**src/pssie_defines.vh**
```
`ifndef PSSIE_DEFINES_VH
`define PSSIE_DEFINES_VH
// ----------------------------------------
// register indices (byte address = 4 * index)
// ----------------------------------------
`define PSSIE_IDX_STATUS      8'h11
`define PSSIE_IDX_IRQ_EN      8'h12
`define PSSIE_IDX_EVT_STATUS  8'h13
`define PSSIE_IDX_CFG         8'h14
// ----------------------------------------
// status word fields
// ----------------------------------------
`define PSSIE_ST_SPEED_HI     15
`define PSSIE_ST_SPEED_LO     14
`define PSSIE_ST_DUPLEX       13
`define PSSIE_ST_PAGE         12
`define PSSIE_ST_RESOLVED     11
`define PSSIE_ST_LINK         10
`define PSSIE_ST_XCD          9
`define PSSIE_ST_XAB          8
`define PSSIE_ST_DOWNSHIFT    7
`define PSSIE_ST_SLEEP        6
`define PSSIE_ST_POL_HI       5
`define PSSIE_ST_POL_LO       2
`define PSSIE_ST_RXPOL10      1
`define PSSIE_ST_JABBER       0
// ----------------------------------------
// enable / event layout and resets
// ----------------------------------------
`define PSSIE_EVT_MASK        16'hFD7F
`define PSSIE_SPEED_1000      2'h2
`define PSSIE_IRQ_EN_RST      16'h0000
`define PSSIE_CFG_POL_BIT     13
`define PSSIE_CFG_RST         16'h2000
`endif

```
**src/pssie_top.v**
```verilog
// The implementer's own choice: the Avalon-MM slave port.
`timescale 1ns/100ps
// Contract
// - speed in bits 15:14, 10 is gigabit
// - bit 13 shows full duplex
// - bit 12 latches page received, read clears
// - bit 11 set when negotiation done/disabled
// - bit 10 shows live link state
// - bits 9/8 crossover for CD/AB pairs
// - bit 7 downshift active during negotiation
// - bit 6 shows sleep mode
// - bits 5:2 channel polarity on gigabit link
// - bit 1 ten-meg polarity, resets to 1
// - bit 0 jabber, not cleared by read
// - interrupt only for enabled occurring events
// - enables 15:10 gate negotiation/link events
// - enables 8,6..0 gate remaining events
// - event flags set regardless, read clears
// - irq polarity config bit 13, default low
module pssie_top #(
   parameter ADDR_W = 8
) (
   input  wire              clk,
   input  wire              rst_n,
   input  wire              clk_en,
   input  wire [ADDR_W-1:0] avs_address,
   input  wire              avs_read,
   input  wire              avs_write,
   input  wire [31:0]       avs_writedata,
   input  wire [3:0]        avs_byteenable,
   output reg  [31:0]       avs_readdata,
   output reg               avs_waitrequest,
   output reg  [1:0]        avs_response,
   input  wire [1:0]        resolved_speed,
   input  wire              full_duplex,
   input  wire              page_received,
   input  wire              neg_resolved,
   input  wire              link_up,
   input  wire              crossover_pairs_cd,
   input  wire              crossover_pairs_ab,
   input  wire              downshift_active,
   input  wire              sleep_active,
   input  wire [3:0]        channel_polarity_reversed,
   input  wire              rx_pol_ok_10m,
   input  wire              jabber_detect,
   input  wire              neg_error_evt,
   input  wire              false_carrier_evt,
   input  wire              wake_packet_evt,
   input  wire              mac_if_error_evt,
   output reg               irq_pin,
   output reg               irq
);
`include "pssie_defines.vh"

// ----------------------------------------
// pin synchronisers
// ----------------------------------------
localparam SW = 26;
wire [SW-1:0] raw_in = {resolved_speed, full_duplex, page_received, neg_resolved, link_up,
                        crossover_pairs_cd, crossover_pairs_ab, downshift_active, sleep_active,
                        channel_polarity_reversed, rx_pol_ok_10m, jabber_detect, neg_error_evt,
                        false_carrier_evt, wake_packet_evt, mac_if_error_evt, 6'h00};
reg  [SW-1:0] sync1;
reg  [SW-1:0] sync2;
reg  [SW-1:0] prev;
// bit 11 (rx polarity) resets high so no spurious edge
localparam [SW-1:0] SYNC_RST = 26'h0000800;
always @(posedge clk or negedge rst_n) begin
   if (!rst_n) begin
      sync1 <= SYNC_RST;
      sync2 <= SYNC_RST;
      prev  <= SYNC_RST;
   end else if (clk_en) begin
      sync1 <= raw_in;
      sync2 <= sync1;
      prev  <= sync2;
   end
end

wire [1:0] s_speed    = sync2[25:24];
wire       s_duplex   = sync2[23];
wire       s_page     = sync2[22];
wire       s_resolved = sync2[21];
wire       s_link     = sync2[20];
wire       s_xcd      = sync2[19];
wire       s_xab      = sync2[18];
wire       s_dshift   = sync2[17];
wire       s_sleep    = sync2[16];
wire [3:0] s_pol      = sync2[15:12];
wire       s_rxpol    = sync2[11];
wire       s_jabber   = sync2[10];
wire [3:0] s_pulse    = sync2[9:6] & ~prev[9:6];
wire [SW-1:0] chg     = sync2 ^ prev;

// ----------------------------------------
// event vector in enable-register layout
// ----------------------------------------
wire [15:0] evt_now;
assign evt_now[15] = s_pulse[3];
assign evt_now[14] = |chg[25:24];
assign evt_now[13] = chg[23];
assign evt_now[12] = s_page & ~prev[22];
assign evt_now[11] = s_resolved & ~prev[21];
assign evt_now[10] = chg[20];
assign evt_now[9]  = 1'b0;
assign evt_now[8]  = s_pulse[2];
assign evt_now[7]  = 1'b0;
assign evt_now[6]  = chg[19] | chg[18];
assign evt_now[5]  = s_dshift & ~prev[17];
assign evt_now[4]  = chg[16];
assign evt_now[3]  = s_pulse[1];
assign evt_now[2]  = s_pulse[0];
assign evt_now[1]  = (|chg[15:12]) | chg[11];
assign evt_now[0]  = s_jabber & ~prev[10];

// ----------------------------------------
// bus decode
// ----------------------------------------
wire [ADDR_W-3:0] idx  = avs_address[ADDR_W-1:2];
wire       hit_st  = (idx == `PSSIE_IDX_STATUS);
wire       hit_en  = (idx == `PSSIE_IDX_IRQ_EN);
wire       hit_ev  = (idx == `PSSIE_IDX_EVT_STATUS);
wire       hit_cfg = (idx == `PSSIE_IDX_CFG);
wire       mapped  = hit_st | hit_en | hit_ev | hit_cfg;
// one wait cycle per access; the accept cycle has waitrequest low
wire       accept  = (avs_read | avs_write) & ~avs_waitrequest;
// read data is captured one edge early so it stands at the accept edge;
// clearing at that same edge means no event can slip in unread
wire       prep    = (avs_read | avs_write) & avs_waitrequest;
wire       rd_st   = prep & avs_read & hit_st;
wire       rd_ev   = prep & avs_read & hit_ev;
wire       wr_lo   = accept & avs_write & avs_byteenable[0];
wire       wr_hi   = accept & avs_write & avs_byteenable[1];

reg  [15:0] irq_en;
reg  [15:0] cfg;
reg  [15:0] evt_flags;
reg         page_latch;
reg  [15:0] next_evt_flags;
reg         next_page_latch;

always @* begin
   // set wins over a clearing read in the same cycle
   next_evt_flags  = (rd_ev ? 16'h0000 : evt_flags) | (evt_now & `PSSIE_EVT_MASK);
   next_page_latch = (rd_st ? 1'b0 : page_latch) | evt_now[12];
end

wire [15:0] status_word;
assign status_word[15:14] = s_speed;
assign status_word[13]    = s_duplex;
assign status_word[12]    = page_latch;
assign status_word[11]    = s_resolved;
assign status_word[10]    = s_link;
assign status_word[9]     = s_xcd;
assign status_word[8]     = s_xab;
assign status_word[7]     = s_dshift & ~s_resolved;
assign status_word[6]     = s_sleep;
assign status_word[5:2]   = (s_link && s_speed == `PSSIE_SPEED_1000) ? s_pol : 4'h0;
assign status_word[1]     = s_rxpol;
assign status_word[0]     = s_jabber;

reg [15:0] rd_mux;
always @* begin
   case (1'b1)
      hit_st:  rd_mux = status_word;
      hit_en:  rd_mux = irq_en;
      hit_ev:  rd_mux = evt_flags;
      hit_cfg: rd_mux = cfg;
      default: rd_mux = 16'h0000;
   endcase
end

wire [15:0] en_wdata = {wr_hi ? avs_writedata[15:8] : irq_en[15:8],
                        wr_lo ? avs_writedata[7:0]  : irq_en[7:0]};
wire [15:0] cf_wdata = {wr_hi ? avs_writedata[15:8] : cfg[15:8],
                        wr_lo ? avs_writedata[7:0]  : cfg[7:0]};
wire        pending  = |(evt_flags & irq_en);

// ----------------------------------------
// registers and bus response
// ----------------------------------------
always @(posedge clk or negedge rst_n) begin
   if (!rst_n) begin
      irq_en          <= `PSSIE_IRQ_EN_RST;
      cfg             <= `PSSIE_CFG_RST;
      evt_flags       <= 16'h0000;
      page_latch      <= 1'b0;
      avs_waitrequest <= 1'b1;
      avs_readdata    <= 32'h00000000;
      avs_response    <= 2'h0;
      irq             <= 1'b0;
      irq_pin         <= 1'b1;
   end else if (clk_en) begin
      evt_flags  <= next_evt_flags;
      page_latch <= next_page_latch;
      // status register has no write path
      if (accept & avs_write & hit_en)
         irq_en <= en_wdata & `PSSIE_EVT_MASK;
      if (accept & avs_write & hit_cfg)
         cfg <= cf_wdata & `PSSIE_CFG_RST;
      avs_waitrequest <= ~((avs_read | avs_write) & avs_waitrequest);
      if (prep & avs_read) begin
         avs_readdata <= {16'h0000, rd_mux};
         avs_response <= mapped ? 2'h0 : 2'h2;
      end else if (prep) begin
         avs_response <= mapped ? 2'h0 : 2'h2;
      end
      irq     <= pending;
      irq_pin <= cfg[`PSSIE_CFG_POL_BIT] ? ~pending : pending;
   end
end

endmodule // pssie_top

```
**config.mk**
```make
export PLATFORM = sky130hd
export DESIGN_NAME = pssie_top
export DESIGN_NICKNAME = d
export VERILOG_FILES = /design/src/pssie_top.v
export VERILOG_INCLUDE_DIRS = /design/src
export SDC_FILE = /design/constraint.sdc
export NUM_CORES = 1
export LEC_CHECK = 0
export ABC_AREA = 1
export CELL_PAD_IN_SITES_DETAIL_PLACEMENT = 2
export CELL_PAD_IN_SITES_GLOBAL_PLACEMENT = 2
export CORE_MARGIN = 2
export CORE_UTILIZATION = 40
export CTS_CLUSTER_SIZE = 40
export DETAILED_ROUTE_END_ITERATION = 7
export DONT_BUFFER_PORTS = 1
export PLACE_DENSITY_LB_ADDON = 0.2
export SYNTH_ARGS = -nofsm -noshare
export SYNTH_HDL_FRONTEND = slang
export SYNTH_SLANG_ARGS = --single-unit
```
**constraint.sdc**
```tcl
create_clock -name clk -period 4.1 [get_ports clk]
set_input_delay 0.615 -clock clk [delete_from_list [all_inputs] [get_ports clk]]
set_output_delay 0.615 -clock clk [all_outputs]
set_load 0.1 [all_outputs]
```
==> flow_summary.ini <==
[detailed_routing]
routed_wl_mm = 13.3
ant_nets = 0
drt_pre_antenna_iters = 4
remaining_drc_errors = 0
drt_iter0_markers = 170
via_per_inst = 4.96
num_vias = 3812
avgRoutedWirePerCell_microns = 17.4

[layout]
drive_gt1_frac = 0.106
multi_input_area_sq_um = 1920
area_growth_syn_to_layout_pct = 7.17
seqCellArea_sq_um = 2760
antenna_cells = 0
final_area_sq_um = 5440
fillers = 1433
layout.nets = 660

[timing]
setup_viol = 0
tns_ps = 0
drv_slew = 0
post-route-period-util = 0.679
fin_skew_ps = 7.77
hold_viol = 0
tightest_slew_ps = 1030
min_period_ps = 2780
grt_setup_unrepaired = false
fmax_ghz = 0.359
max_slew_margin = 0.309

[synth]
yosys.area_share.xor_xnor = 0.0121
ys_seq_elements = 110
synth_area_sq_um = 5070
synth_top_flop_cell = dfrtp_1
yosys.area.top_type = dfrtp_1
yosysUniqueCellTypes = 31
yosys.area_share.simple = 0.255
yosys_warnings = 0
syn_inst = 603
synthAdderAreaFrac = 0
synth_edf_count = 0
synth_compound_area_frac = 0.0979
ys_seq_area_frac = 0.544
synth_mux_area_frac = 0
synth_top_cell_area_share = 0.513
synth_area_leaders = dfrtp_1 51%, nand2_1 17%, o21ai_0 4.9%, inv_1 3.6%, nand3_1 3.2%
syn_area_per_cell_sq_um = 8.42
async_flop_share = 1.00
synth_top_family_by_area = simple AND/OR/NAND/NOR gates

[global_routing]
grt_use_total = 0.211
grt_max_degree = 105
gr-total-overflow = 0
first_global_vias = 4118
grt_antenna_before_repair = 0
grt_pass1_wl_mm = 21.8

[clock_tree]
clock_path_buffers = 2
cts_buffers = 9
post-cts-setup-buffers = 0
cts.sinks = 110
insertion_delay_ps = 350
clock_tree.root_cell = clkbuf_16
htreeDepth = 3
tritoncts = built
path_clk_slew_ps = 70

[pwr]
p_leak_nw = 2.75
power.density_nw_per_um2 = 475
peakVddDrop_uv = 227
power_mw = 2.58

[critical_path]
cp.required_ps = 4300
crit_slowest_cell = dfstp_2
slowest_delay_ps = 870
cp_common_cell = nand2_1
crit_path_start_kind = register
cp.arrival_ps = 2980
worstSetupPathType = register to register
cp-end-kind = register
critPathMaxFanout = 29
path_cells = nand2_1 > inv_1 > nand2_1 > inv_1 > nand2_1 > nor2_1 > a21oi_2

[placement]
place_area_sq_um = 5100
port_buffers = 0
dp.final_hpwl_mm = 8.87
place_congestion = 0.738

[die]
fp.dieH_microns = 117
die_w_microns = 117
ios = 106
rows = 41
start_util = 0.405
core_sq_um = 12500
dieArea_sq_um = 13600

[status]
status = finished clean

[worst_hold_path]
hp-class = input pin to async pin

[run]
maxCapViolCount = 0
-- cells in the final DEF, fill, tap and decap left out, types with 4 or more instances in the layout --
cell type	n
nand2_1	236
dfrtp_1	104
o21ai_0	50
inv_1	48
nand3_1	32
conb_1	17
nor2_1	16
o21ai_2	16
nand2_2	10
clkbuf_16	9
a21oi_1	8
dfstp_2	6
inv_2	5
xor2_1	4
-- worst max-delay path: cells and delay by family, from the launching register on --
kind | cells | cell delay, ps
AOI/OAI and AO/OA | 1 | 40
buffers and inverters | 2 | 700
DFF | 1 | 870
and+or+nand+nor | 4 | 1010
-- Yosys cell counts, types with 2 or more instances --
cell type / count
o22ai_1: 3
nor2_2: 3
dfstp_2: 6
nand2_2: 10
buf_2: 3
o21ai_2: 16
xnor2_1: 3
buf_4: 20
buf_6: 3
a21oi_2: 2
nand3_1: 32
nand3_4: 2
nor2_4: 2
nor3_1: 2
o21ai_1: 3
clkbuf_1: 13
a21oi_1: 8
nor2_1: 16
xor2_1: 4
nand4_1: 3
dfrtp_1: 104
o21ai_0: 50
inv_1: 48
nand2_1: 236
inv_2: 5
-- worst paths after layout --
check | from | cells after the start | slack (ps) | endpoint
setup / recovery | avs_waitrequest$_DFFE_PN1P_ | 7 | 1320 | avs_readdata[12]$_DFFE_PN0P_
hold / removal | rst_n | 0 | 100 | sync1[11]$_DFFE_PN1P_
setup reg to reg | avs_waitrequest$_DFFE_PN1P_ | 7 | 1320 | avs_readdata[12]$_DFFE_PN0P_
hold reg to reg | prev[21]$_DFFE_PN0P_ | 1 | 470 | evt_flags[11]$_DFFE_PN0P_
max in group asynchronous | rst_n | 1 | 3500 | sync2[12]$_DFFE_PN0P_
min in group clk | rx_pol_ok_10m | 2 | 350 | sync1[11]$_DFFE_PN1P_
-- flip-flops by register name (all words and copies together) (netlist names), 14 cells and up --
signal        count
sync2            20
prev             20
irq_en           14
avs_readdata     16
evt_flags        14
sync1            20
-- stage by stage --
stage                     utilization  hold WS, ps  std cells  setup WS (ps)
after global routing            0.435         87.1        768           1070
final                           0.435         99.2        768           1320
after floorplan                     -          319        619           2380
after CTS                       0.435         88.9        768           1250
after global placement          0.407          323        751           1360
after detailed placement        0.407          323        751           1260
-- layout make-up --
| type | instances | share of cell area |
|---|---|---|
| clock buffers | 14 | 0.0504 |
| clock inverters | 2 | 0.00713 |
| inverters | 54 | 0.0382 |
| multi-input cells | 415 | 0.352 |
| flip-flops and latches | 110 | 0.507 |
| well taps | 172 | 0.0396 |
| repair buffers | 1 | 0.00506 |
-- metal layers --
metal,track usage,wire length [microns],up-vias
met3,0.0317,438,18
met5,0,0,-
met2,0.345,6400,67
met1,0.282,6200,1900
met4,0.0894,290,0
li1,-,-,1827
-- cell families (layout without fill, tap and decap cells) --
family          after synthesis  count (layout)
flops                       110             110
xor+xnor                      7               7
simple gates                307             307
buf+inv                      94              71
compound gates               84              84
other cells                   1              17
-- what timing repair did --
item | in CTS | in global routing
resized for setup | 0 | 0
hold buffers | 1 | 0
hold endpoints to repair | 104 | 0
-- power by group --
group	internal (mW)	switching (mW)
registers	1.18	0.193
logic	0.0709	0.215
clock network	0.526	0.400
(Power assumes the default switching activity.)
